**src/core/bcms_pkg.sv**
```systemverilog
package bcms_pkg;

  // ==========================================================================
  // Clock rates and timing.
  localparam int CORE_CLK_MHZ = 100;
  localparam int SHIFT_CLK_MAX_MHZ = 33;
  // Core cycles per shift clock period, rounded up so the rate stays at or below the maximum.
  localparam int SHIFT_DIV = (CORE_CLK_MHZ + SHIFT_CLK_MAX_MHZ - 1) / SHIFT_CLK_MAX_MHZ;
  localparam int SHIFT_PERIODS = 23;
  localparam int MASK_BITS = 16;
  localparam int BOOT_BLOCK_CLKS = 16;
  localparam int CHIP_CLR_MAX_CLKS = 20;
  localparam int CHIP_CLR_CLKS = 4;

  // ==========================================================================
  // Register byte offsets on the Wishbone bus.
  localparam logic [7:0] REG_CMD = 8'h04;
  localparam logic [7:0] REG_BRIDGE_CTRL = 8'h08;
  localparam logic [7:0] REG_CHIP_CTRL = 8'h0c;
  localparam logic [7:0] REG_CLK_MASK = 8'h10;
  localparam logic [7:0] REG_GPIO_OE = 8'h14;
  localparam logic [7:0] REG_GPIO_OUT = 8'h18;
  localparam logic [7:0] REG_GPIO_IN = 8'h1c;
  localparam logic [7:0] REG_PM_CSR = 8'h20;
  localparam logic [7:0] REG_STATUS = 8'h24;

  // ==========================================================================
  // Field positions and reset values.
  localparam int BCTL_SEC_RST_BIT = 0;
  localparam int CHIP_RST_BIT = 0;
  localparam int CHIP_LIVE_MODE_BIT = 1;
  localparam int GPIO_SET_LSB = 0;
  localparam int GPIO_CLR_LSB = 4;
  localparam int GPIO_SHIFT_CLK_PIN = 0;
  localparam int GPIO_SHIFT_CTRL_PIN = 2;
  localparam int GPIO_LIVE_PIN = 3;
  localparam logic [2:0] CMD_RST = 3'h0;
  localparam logic [15:0] CLK_MASK_RST = 16'h0000;
  localparam logic [3:0] GPIO_RST = 4'h0;
  localparam logic [1:0] PM_D0 = 2'h0;
  localparam logic [1:0] PM_D1 = 2'h1;
  localparam logic [1:0] PM_D2 = 2'h2;
  localparam logic [1:0] PM_D3HOT = 2'h3;

  // ==========================================================================
  // Sequencer states.
  typedef enum logic [1:0] {
    SEQ_BOOT,
    SEQ_SHIFT,
    SEQ_RUN
  } bcms_seq_t;

endpackage

```
**src/core/bcms_sequencer.sv**
```systemverilog
`timescale 1ns/1ps
`default_nettype none

// ============================================================================
// Reset, clock mask and power state sequencing for a two-port bus bridge.
module bcms_sequencer (
  input wire logic i_core_clk,
  input wire logic i_resetn,
  input wire logic i_wb_cyc,
  input wire logic i_wb_stb,
  input wire logic i_wb_we,
  input wire logic [7:0] i_wb_adr,
  input wire logic [31:0] i_wb_dat,
  input wire logic [3:0] i_wb_sel,
  output logic [31:0] o_wb_dat,
  output logic o_wb_ack,
  input wire logic i_clock_mask_serial_in,
  input wire logic i_secondary_clock_source,
  input wire logic i_bus_power_clock_control_pin,
  input wire logic [3:0] i_gpio,
  output logic [3:0] o_gpio,
  output logic [3:0] o_gpio_oe,
  output logic [9:0] o_secondary_clock_outputs,
  output logic o_secondary_rst_n,
  output logic o_pri_if_oe,
  output logic o_sec_ctrl_oe,
  output logic o_sec_ad_drive_low,
  output logic o_buffer_flush,
  output logic o_cfg_ready,
  output logic o_io_enable,
  output logic o_mem_enable,
  output logic o_master_enable,
  output logic o_return_delayed_completions
);

  // ==========================================================================
  // Reset release synchroniser and pin synchronisers.
  logic [1:0] rel_reg;
  logic prim_rel;
  logic mask_bit_sync;
  logic sclk_sync;
  logic bpcc_sync;
  logic [3:0] gpio_sync;

  // Flops take only constants under reset; release reaches logic two edges late.
  always_ff @(posedge i_core_clk or negedge i_resetn) begin
    if (!i_resetn) begin
      rel_reg <= 2'b00;
    end else begin
      rel_reg <= {rel_reg[0], 1'b1};
    end
  end
  assign prim_rel = rel_reg[1];

  bcms_sync #(.WIDTH(7)) u_pin_sync (
    .i_core_clk(i_core_clk),
    .i_resetn(i_resetn),
    .i_async({i_clock_mask_serial_in, i_secondary_clock_source,
      i_bus_power_clock_control_pin, i_gpio}),
    .o_sync({mask_bit_sync, sclk_sync, bpcc_sync, gpio_sync})
  );

  // ==========================================================================
  // Registers.
  bcms_pkg::bcms_seq_t seq_reg;
  bcms_pkg::bcms_seq_t seq_next;
  logic [2:0] cmd_reg;
  logic sec_bit_reg;
  logic chip_bit_reg;
  logic live_mode_reg;
  logic [15:0] clk_mask_reg;
  logic [3:0] gpio_oe_reg;
  logic [3:0] gpio_out_reg;
  logic [1:0] pm_reg;
  logic [4:0] boot_cnt_reg;
  logic [4:0] chip_cnt_reg;
  logic soft_rst_reg;
  logic ack_reg;
  logic [31:0] rdat_reg;
  logic pri_oe_reg;
  logic sec_oe_reg;
  logic [9:0] sclk_out_reg;

  logic sh_busy;
  logic sh_done;
  logic sh_clk;
  logic sh_ctrl;
  logic [15:0] sh_mask;

  localparam logic [4:0] BOOT_LAST = 5'(bcms_pkg::BOOT_BLOCK_CLKS);
  localparam logic [4:0] CHIP_LAST = 5'(bcms_pkg::CHIP_CLR_CLKS);

  // ==========================================================================
  // Bus decode.
  wire ready = (boot_cnt_reg == BOOT_LAST);
  wire req = i_wb_cyc && i_wb_stb && !ack_reg && ready;
  wire wr = i_wb_cyc && i_wb_stb && ack_reg && i_wb_we; // Commit at the edge that shows ack.
  wire wr_lo = wr && i_wb_sel[0];
  wire wr_cmd = wr_lo && (i_wb_adr == bcms_pkg::REG_CMD);
  wire wr_bctl = wr_lo && (i_wb_adr == bcms_pkg::REG_BRIDGE_CTRL);
  wire wr_chip = wr_lo && (i_wb_adr == bcms_pkg::REG_CHIP_CTRL);
  wire wr_mask = wr && (i_wb_adr == bcms_pkg::REG_CLK_MASK);
  wire wr_oe = wr_lo && (i_wb_adr == bcms_pkg::REG_GPIO_OE);
  wire wr_out = wr_lo && (i_wb_adr == bcms_pkg::REG_GPIO_OUT);
  wire wr_pm = wr_lo && (i_wb_adr == bcms_pkg::REG_PM_CSR);
  wire [1:0] pm_req = i_wb_dat[1:0];
  wire chip_set = wr_chip && i_wb_dat[bcms_pkg::CHIP_RST_BIT] && !chip_bit_reg;
  wire pm_wake = wr_pm && (pm_reg == bcms_pkg::PM_D3HOT) && (pm_req == bcms_pkg::PM_D0);
  wire sec_set = wr_bctl && i_wb_dat[bcms_pkg::BCTL_SEC_RST_BIT] && !sec_bit_reg;
  wire shift_start = (seq_reg != bcms_pkg::SEQ_SHIFT) && (seq_next == bcms_pkg::SEQ_SHIFT);

  // ==========================================================================
  // Live insertion halt and effective enables.
  wire live_halt = live_mode_reg && !gpio_oe_reg[bcms_pkg::GPIO_LIVE_PIN]
    && gpio_sync[bcms_pkg::GPIO_LIVE_PIN];
  wire [2:0] eff_en = live_halt ? 3'h0 : cmd_reg;
  wire sec_rst_active = !prim_rel || sec_bit_reg || chip_bit_reg
    || (seq_reg != bcms_pkg::SEQ_RUN);
  wire d3_stop = (pm_reg == bcms_pkg::PM_D3HOT) && bpcc_sync;

  // ==========================================================================
  // Sequencer next state: boot wait, mask shift, running.
  always_comb begin
    seq_next = seq_reg;
    case (seq_reg)
      bcms_pkg::SEQ_BOOT: begin
        if (prim_rel) begin
          seq_next = bcms_pkg::SEQ_SHIFT;
        end
      end
      bcms_pkg::SEQ_SHIFT: begin
        if (sh_done) begin
          seq_next = bcms_pkg::SEQ_RUN;
        end
      end
      default: begin
        if (chip_set || sec_set) begin
          seq_next = bcms_pkg::SEQ_SHIFT;
        end
      end
    endcase
  end

  bcms_mask_shift u_shift (
    .i_core_clk(i_core_clk),
    .i_resetn(i_resetn),
    .i_start(shift_start),
    .i_mask_bit(mask_bit_sync),
    .o_busy(sh_busy),
    .o_done(sh_done),
    .o_shift_clk(sh_clk),
    .o_shift_ctrl(sh_ctrl),
    .o_mask(sh_mask)
  );

  // Sequencing, boot block counter and chip reset self clear.
  always_ff @(posedge i_core_clk or negedge i_resetn) begin
    if (!i_resetn) begin
      seq_reg <= bcms_pkg::SEQ_BOOT;
      boot_cnt_reg <= 5'h00;
      chip_cnt_reg <= 5'h00;
      soft_rst_reg <= 1'b0;
    end else begin
      seq_reg <= seq_next;
      if (prim_rel && !ready) begin
        boot_cnt_reg <= boot_cnt_reg + 5'h01;
      end
      soft_rst_reg <= chip_set || pm_wake;
      if (chip_bit_reg && !sec_bit_reg && (seq_reg == bcms_pkg::SEQ_RUN)) begin
        chip_cnt_reg <= chip_cnt_reg + 5'h01;
      end else begin
        chip_cnt_reg <= 5'h00;
      end
    end
  end

  // Configuration registers; a soft reset restores defaults, but the chip bit holds and the secondary bit copies it, and it also drops o_pri_if_oe.
  always_ff @(posedge i_core_clk or negedge i_resetn) begin
    if (!i_resetn) begin
      cmd_reg <= bcms_pkg::CMD_RST;
      sec_bit_reg <= 1'b0;
      chip_bit_reg <= 1'b0;
      live_mode_reg <= 1'b0;
      clk_mask_reg <= bcms_pkg::CLK_MASK_RST;
      gpio_oe_reg <= bcms_pkg::GPIO_RST;
      gpio_out_reg <= bcms_pkg::GPIO_RST;
      pm_reg <= bcms_pkg::PM_D0;
    end else if (soft_rst_reg) begin
      cmd_reg <= bcms_pkg::CMD_RST;
      sec_bit_reg <= chip_bit_reg;
      live_mode_reg <= 1'b0;
      clk_mask_reg <= bcms_pkg::CLK_MASK_RST;
      gpio_oe_reg <= bcms_pkg::GPIO_RST;
      gpio_out_reg <= bcms_pkg::GPIO_RST;
      pm_reg <= bcms_pkg::PM_D0;
    end else begin
      if (wr_cmd) begin
        cmd_reg <= i_wb_dat[2:0];
      end
      if (chip_set) begin
        sec_bit_reg <= 1'b1;
      end else if (wr_bctl) begin
        sec_bit_reg <= i_wb_dat[bcms_pkg::BCTL_SEC_RST_BIT];
      end
      if (chip_set) begin
        chip_bit_reg <= 1'b1;
      end else if (chip_cnt_reg >= CHIP_LAST) begin
        chip_bit_reg <= 1'b0;
      end
      if (wr_chip) begin
        live_mode_reg <= i_wb_dat[bcms_pkg::CHIP_LIVE_MODE_BIT];
      end
      // A shift result wins over a software write landing in the same cycle.
      if (sh_done) begin
        clk_mask_reg <= sh_mask;
      end else if (wr_mask) begin
        if (i_wb_sel[0]) begin
          clk_mask_reg[7:0] <= i_wb_dat[7:0];
        end
        if (i_wb_sel[1]) begin
          clk_mask_reg[15:8] <= i_wb_dat[15:8];
        end
      end
      if (wr_oe) begin
        gpio_oe_reg <= (gpio_oe_reg | i_wb_dat[bcms_pkg::GPIO_SET_LSB +: 4])
          & ~i_wb_dat[bcms_pkg::GPIO_CLR_LSB +: 4];
      end
      if (wr_out) begin
        gpio_out_reg <= (gpio_out_reg | i_wb_dat[bcms_pkg::GPIO_SET_LSB +: 4])
          & ~i_wb_dat[bcms_pkg::GPIO_CLR_LSB +: 4];
      end
      if (wr_pm && (pm_req == bcms_pkg::PM_D3HOT)) begin
        pm_reg <= bcms_pkg::PM_D3HOT;
      end
      // Requests for D1 or D2 fall through and leave the state alone.
    end
  end

  // ==========================================================================
  // Read data and acknowledge.
  wire [31:0] rd_word =
    (i_wb_adr == bcms_pkg::REG_CMD) ? {29'h0, cmd_reg} :
    (i_wb_adr == bcms_pkg::REG_BRIDGE_CTRL) ? {31'h0, sec_bit_reg} :
    (i_wb_adr == bcms_pkg::REG_CHIP_CTRL) ? {30'h0, live_mode_reg, chip_bit_reg} :
    (i_wb_adr == bcms_pkg::REG_CLK_MASK) ? {16'h0, clk_mask_reg} :
    (i_wb_adr == bcms_pkg::REG_GPIO_OE) ? {28'h0, gpio_oe_reg} :
    (i_wb_adr == bcms_pkg::REG_GPIO_OUT) ? {28'h0, gpio_out_reg} :
    (i_wb_adr == bcms_pkg::REG_GPIO_IN) ? {28'h0, gpio_sync} :
    (i_wb_adr == bcms_pkg::REG_PM_CSR) ? {30'h0, pm_reg} :
    (i_wb_adr == bcms_pkg::REG_STATUS) ? {25'h0, eff_en, (seq_reg == bcms_pkg::SEQ_RUN),
      live_halt, sec_rst_active, sh_busy} : 32'h0;

  always_ff @(posedge i_core_clk or negedge i_resetn) begin
    if (!i_resetn) begin
      ack_reg <= 1'b0;
      rdat_reg <= 32'h0;
    end else begin
      ack_reg <= req;
      if (req && !i_wb_we) begin
        rdat_reg <= rd_word;
      end
    end
  end
  assign o_wb_ack = ack_reg;
  assign o_wb_dat = rdat_reg;

  // ==========================================================================
  // Secondary clock gating: pairs for slots, single bits for devices.
  logic [9:0] clk_en;
  genvar g;
  generate
    for (g = 0; g < 4; g++) begin : g_slot
      assign clk_en[g] = !(clk_mask_reg[2*g] && clk_mask_reg[2*g+1]);
    end
    for (g = 4; g < 9; g++) begin : g_dev
      assign clk_en[g] = !clk_mask_reg[g+4];
    end
  endgenerate
  assign clk_en[9] = !clk_mask_reg[13];

  // Output drivers; primary and secondary enables drop at once on reset.
  always_ff @(posedge i_core_clk or negedge i_resetn) begin
    if (!i_resetn) begin
      sclk_out_reg <= 10'h3ff;
      pri_oe_reg <= 1'b0;
      sec_oe_reg <= 1'b0;
    end else begin
      for (int i = 0; i < 10; i++) begin
        sclk_out_reg[i] <= d3_stop ? 1'b0 : (clk_en[i] ? sclk_sync : 1'b1);
      end
      pri_oe_reg <= prim_rel && !chip_bit_reg && !soft_rst_reg;
      sec_oe_reg <= !sec_rst_active;
    end
  end

  // Shift control owns pins 0 and 2 while busy; the rest stay tri-stated then.
  assign o_gpio[0] = sh_busy ? sh_clk : gpio_out_reg[0];
  assign o_gpio[1] = gpio_out_reg[1];
  assign o_gpio[2] = sh_busy ? sh_ctrl : gpio_out_reg[2];
  assign o_gpio[3] = gpio_out_reg[3];
  assign o_gpio_oe = sh_busy ? 4'h5 : gpio_oe_reg;
  assign o_secondary_clock_outputs = sclk_out_reg;
  assign o_secondary_rst_n = !sec_rst_active;
  assign o_pri_if_oe = pri_oe_reg;
  assign o_sec_ctrl_oe = sec_oe_reg;
  assign o_sec_ad_drive_low = sec_rst_active;
  assign o_buffer_flush = sec_rst_active;
  assign o_cfg_ready = ready;
  assign {o_master_enable, o_mem_enable, o_io_enable} = eff_en;
  assign o_return_delayed_completions = !live_halt;
endmodule // bcms_sequencer

`default_nettype wire

```
**src/core/bcms_sync.sv**
```systemverilog
`timescale 1ns/1ps
`default_nettype none

// ============================================================================
// Two-flop synchroniser for signals entering the core clock domain.
module bcms_sync #(
  parameter int WIDTH = 1
) (
  input wire logic i_core_clk,
  input wire logic i_resetn,
  input wire logic [WIDTH-1:0] i_async,
  output logic [WIDTH-1:0] o_sync
);

  logic [WIDTH-1:0] meta_reg;
  logic [WIDTH-1:0] sync_reg;

  // The first stage feeds only the second stage.
  always_ff @(posedge i_core_clk or negedge i_resetn) begin
    if (!i_resetn) begin
      meta_reg <= '0;
      sync_reg <= '0;
    end else begin
      meta_reg <= i_async;
      sync_reg <= meta_reg;
    end
  end

  assign o_sync = sync_reg;

endmodule // bcms_sync

`default_nettype wire

```
**src/core/bcms_mask_shift.sv**
```systemverilog
`timescale 1ns/1ps
`default_nettype none

// ============================================================================
// Drives the external mask shift register and collects the serial mask word.
module bcms_mask_shift (
  input wire logic i_core_clk,
  input wire logic i_resetn,
  input wire logic i_start,
  input wire logic i_mask_bit,
  output logic o_busy,
  output logic o_done,
  output logic o_shift_clk,
  output logic o_shift_ctrl,
  output logic [bcms_pkg::MASK_BITS-1:0] o_mask
);

  localparam logic [7:0] DIV_LAST = 8'(bcms_pkg::SHIFT_DIV - 1);
  localparam logic [7:0] DIV_HALF = 8'(bcms_pkg::SHIFT_DIV / 2);
  localparam logic [7:0] PER_LAST = 8'(bcms_pkg::SHIFT_PERIODS - 1);
  localparam logic [7:0] BITS = 8'(bcms_pkg::MASK_BITS);

  logic busy_reg;
  logic done_reg;
  logic [7:0] phase_reg;
  logic [7:0] period_reg;
  logic [7:0] bit_cnt_reg;
  logic [bcms_pkg::MASK_BITS-1:0] mask_reg;
  wire period_end = busy_reg && (phase_reg == DIV_LAST);
  // Sample just before the rising edge, when the synchronised bit has settled.
  wire sample = busy_reg && (period_reg != 8'h00) && (phase_reg == DIV_HALF - 8'h01)
    && (bit_cnt_reg < BITS);

  // Period 0 loads, the rest shift; 23 periods in all, 16 of them sampled.
  always_ff @(posedge i_core_clk or negedge i_resetn) begin
    if (!i_resetn) begin
      busy_reg <= 1'b0;
      done_reg <= 1'b0;
      phase_reg <= 8'h00;
      period_reg <= 8'h00;
      bit_cnt_reg <= 8'h00;
      mask_reg <= bcms_pkg::CLK_MASK_RST;
    end else begin
      done_reg <= period_end && (period_reg == PER_LAST);
      if (i_start && !busy_reg) begin
        busy_reg <= 1'b1;
        phase_reg <= 8'h00;
        period_reg <= 8'h00;
        bit_cnt_reg <= 8'h00;
      end else if (period_end) begin
        phase_reg <= 8'h00;
        period_reg <= period_reg + 8'h01;
        if (period_reg == PER_LAST) begin
          busy_reg <= 1'b0;
        end
      end else if (busy_reg) begin
        phase_reg <= phase_reg + 8'h01;
      end
      if (sample) begin
        mask_reg <= {mask_reg[bcms_pkg::MASK_BITS-2:0], i_mask_bit};
        bit_cnt_reg <= bit_cnt_reg + 8'h01;
      end
    end
  end

  // Clock is low for the first half of each period, so its rate is core / 4.
  assign o_shift_clk = busy_reg && (phase_reg >= DIV_HALF);
  assign o_shift_ctrl = busy_reg && (period_reg != 8'h00);
  assign o_busy = busy_reg;
  assign o_done = done_reg;
  assign o_mask = mask_reg;
endmodule // bcms_mask_shift

`default_nettype wire

```
**config.mk**
```make
export PLATFORM = sky130hd
export DESIGN_NAME = bcms_sequencer
export DESIGN_NICKNAME = d
export VERILOG_FILES = /design/src/core/bcms_pkg.sv /design/src/core/bcms_sequencer.sv /design/src/core/bcms_sync.sv /design/src/core/bcms_mask_shift.sv
export SDC_FILE = /design/constraint.sdc
export NUM_CORES = 1
export LEC_CHECK = 0
export BUFFER_PORTS_ARGS = -buffer_cell sky130_fd_sc_hd__buf_4
export CAP_MARGIN = 20
export CORE_ASPECT_RATIO = 0.5
export CORE_UTILIZATION = 25
export CTS_BUF_LIST = sky130_fd_sc_hd__clkbuf_4
export DETAILED_ROUTE_END_ITERATION = 12
export SETUP_SLACK_MARGIN = 0.05
export SLEW_MARGIN = 5
export SYNTH_ARGS = -nofsm -noshare
export SYNTH_HDL_FRONTEND = slang
export SYNTH_HIERARCHICAL = 1
export SYNTH_SLANG_ARGS = --single-unit
```
**constraint.sdc**
```tcl
create_clock -name i_core_clk -period 2.54 [get_ports i_core_clk]
set_input_delay 0.508 -clock i_core_clk [delete_from_list [all_inputs] [get_ports i_core_clk]]
set_output_delay 0.508 -clock i_core_clk [all_outputs]
set_load 0.02 [all_outputs]
```
==> flow_summary_export.csv <==
group,metric,value,unit
run_status,run_status,"finished, violations left",
run_status,violated_checks,"negative setup slack",
power_and_ir_drop,irDropWorstVdd,0.212,mV
placement,place.port_buffers,82,
run,cap_viol_max_count,0,
yosys,synth_cell_types,68,
floorplan,dieArea,25900,um^2
floorplan,boundaryPins,117,
finish,syn2layout_area_growth,23.4,%
critical_path,crit_required,2.03,ns
finish,layout.nets,749,
floorplan,horizontal_die_dimension,227,um
yosys,post_synth_instance_area,6300,um^2
routing,detailroute.via_count,4583,
sta,finalHoldWorstSlack,0.0753,ns
routing,maxUsedRoutingLayer,"met4",
routing,vias_per_cell,4.44,
clock_network,cts_tree,"built",
routing,drtIter0Drc,256,
routing,wirelength,15400,um
clock_network,cts.path.max_buffers,2,
floorplan,start_util,25.9,%
power_and_ir_drop,cellPowerDensity,533,nW/um^2
critical_path,timing.setup.critical_path_class,"flop to output pin",
routing,wirelength_met1,7170,um
sta,maxSlewViolCount,0,
sta,postLayoutSetupSlackWorst,-0.231,ns
global_routing,gr-total-overflow,0,
global_routing,grt_first_pass_wirelength,24800,um
clock_network,root_buf_cell,"clkbuf_4",
routing,drt_pass1_iterations,4,
clock_network,htree_levels,4,
sta,rsz0062_at_grt,"true",
critical_path,critical_path_origin,"u_shift/period_reg[5]$_DFFE_PN0P_",
placement,placed_cells_incl_taps,991,
critical_path,reg2reg_from,"o_wb_ack$_DFF_PN0_",
yosys,synthCells,567,
clock_network,cts.clk_slew.worst_paths,0.11,ns
yosys,netlist.area_leader.share,48.0,%
critical_path,worst_ep_arrival_time,2.26,ns
yosys,synth_area_leaders,"dfrtp_1, mux2i_1, dfstp_2",
clock_network,clock_latency,0.54,ns
critical_path,crit_fanout,2,
sta,timing.max_slew.rel_slack,57.3,%
power_and_ir_drop,total_leakage_power,3.51,nW
clock_network,numClockSinks,131,
sta,finalWorstPathRequiredPeriod,2.77,ns
global_routing,grt_pass1_vias,4691,
sta,fin_worst_skew,0.0181,ns
sta,max_freq,361,MHz
routing,total_length_of_routed_met2_wires,7600,um
critical_path,critical_path_buf_inv_count,2,
floorplan,chip_height,114,um
routing,drc_errors,0,
yosys,synth-edff-count,0,
sta,finalHoldViolCount,0,
hold_path,hold_wc_path_type,"input pin to flop",
sta,setup-violations-final,2,
critical_path,cp_slowest_cell,"or4_4",
critical_path,critical_path.top_delay_family,"simple AND/OR/NAND/NOR gates",
yosys,ys_seq_elements,131,
finish,layout_common_cells,"dfrtp_1, buf_4, nand2_1",
finish,final_layout_size_suffix_gt1_share,31.1,%
critical_path,cp-end-kind,"output pin",
critical_path,crit_chain,"or4_4, o41ai_4, inv_1, mux2_4, buf_6",
critical_path,worst_setup_path_start_kind,"flop",
floorplan,core_region_area,24400,um^2
yosys,synth_area_leader_cell,"dfrtp_1",
global_routing,grt_max_degree,65,
yosys,synth_flop_cell,"dfrtp_1",
sta,worst_pin_slew,0.640,ns
placement,gp_congestion,0.882,
yosys,yosysWarningCount,6,
hold_path,hold_path_startpoint,"i_gpio[0]",
clock_network,cts_buffer_count,17,
global_routing,globalRouteTotalUtil,12.4,%
critical_path,timing.critical_path.slowest_cell_delay,0.56,ns
yosys,synth.avg_cell_area,11.1,um^2
floorplan,placementRows,40,
routing,wl_met3,418,um
power_and_ir_drop,power,4.14,mW
yosys,post_synth_arst_share,100,%
finish,finish.cell_count_without_fillers,1032,
sta,final.period_utilization,109,%
routing,wire_per_inst,14.9,um
placement,post-dp-hpwl,11200,um
routing,ant_nets,0,
global_routing,grt_antenna_before_repair,0,
finish,mostFrequentLayoutCell,"dfrtp_1",
yosys,part_of_the_yosys_area_used_for_sequential_elements,52.2,%
final timing paths:
check / slack, ns / cells past startpoint / endpoint
worst max-delay path: -0.23 / 5 / o_gpio[2]
worst min-delay path: 0.08 / 1 / u_pin_sync/meta_reg[0]$_DFF_PN0_
worst max register to register: 0.21 / 10 / u_shift/phase_reg[5]$_DFFE_PN0P_
worst min register to register: 0.35 / 0 / u_pin_sync/o_sync[3]$_DFF_PN0_
max in group asynchronous: 1.37 / 3 / u_shift/bit_cnt_reg[6]$_DFFE_PN0P_
min in group asynchronous: 0.52 / 2 / rel_reg[0]$_DFF_PN0_
cell type report:
cell class                      instances  area, um^2
Multi-Input combinational cell        387        2740
Timing Repair Buffer                  122         955
Sequential cell                       131        3290
Clock inverter                         13         141
Fill cell                            2511       16600
Antenna cell                            1        2.50
Inverter                               23        86.3
Clock buffer                           19         143
Tap cell                              336         420
logic make-up after synthesis:
group | synth area share, %
adder cells (fa/ha/maj) | 2.18
AND/OR/NAND/NOR | 15.0
buffers and inverters | 5.72
flip-flops | 52.2
other | 0.119
AO/OA/AOI/OAI | 14.3
multiplexers | 8.67
XOR/XNOR | 1.81
metal layers:
layer / vias up / track usage, %
met5: - / 0
met4: 0 / 4.23
met3: 14 / 2.64
met2: 86 / 20.6
met1: 2263 / 16.2
li1: 2220 / -
cell usage after synthesis (8+ instances only):
cell and instances:
or2_2 8, a21oi_1 33, o21ai_0 21, nor2_1 32, nor3_1 9, mux2i_1 28, a22o_1 10, ha_1 11
mux2_4 8, o31ai_1 15, dfstp_2 10, nand3_1 12, xnor2_1 9, nand2_1 56, inv_1 23, buf_4 21
mux2_2 13, dfrtp_1 121, clkbuf_1 12
worst reg2reg max path: stages, from the launching register on:
cell	delay, ns
dfrtp_2	0.43
and4_1	0.24
nand4_1	0.19
a211oi_2	0.29
o21ai_1	0.20
mux2i_1	0.19
buf_4	0.17
nor2_1	0.07
nor3_1	0.24
xnor2_1	0.15
nor2_1	0.05
power by group:
part | switching [mW] | total (mW) | leakage [nW] | internal (mW)
Sequential | 0.0728 | 2.25 | 1.68 | 2.18
Clock | 0.760 | 1.44 | 0.154 | 0.685
Combinational | 0.244 | 0.450 | 1.68 | 0.206
metrics by stage:
stage	util, %	cell area, um^2	worst slack, ns	TNS (ns)
after global routing	31.9	7770	-0.326	-0.631
after global placement	30.3	7390	-0.129	-1.44
after detailed placement	30.3	7390	-0.168	-2.38
after CTS	31.8	7760	-0.352	-0.617
final	31.9	7780	-0.231	-0.431
after floorplan	-	6360	0.121	0
repair_timing:
item	CTS	global route
setup endpoints to repair	5	35
gates resized for setup	6	4
hold endpoints to repair	51	0
buffers inserted	7	0
pin swaps	3	4
hold buffers	1	0
Note: power is estimated with default switching activity, not from simulation.
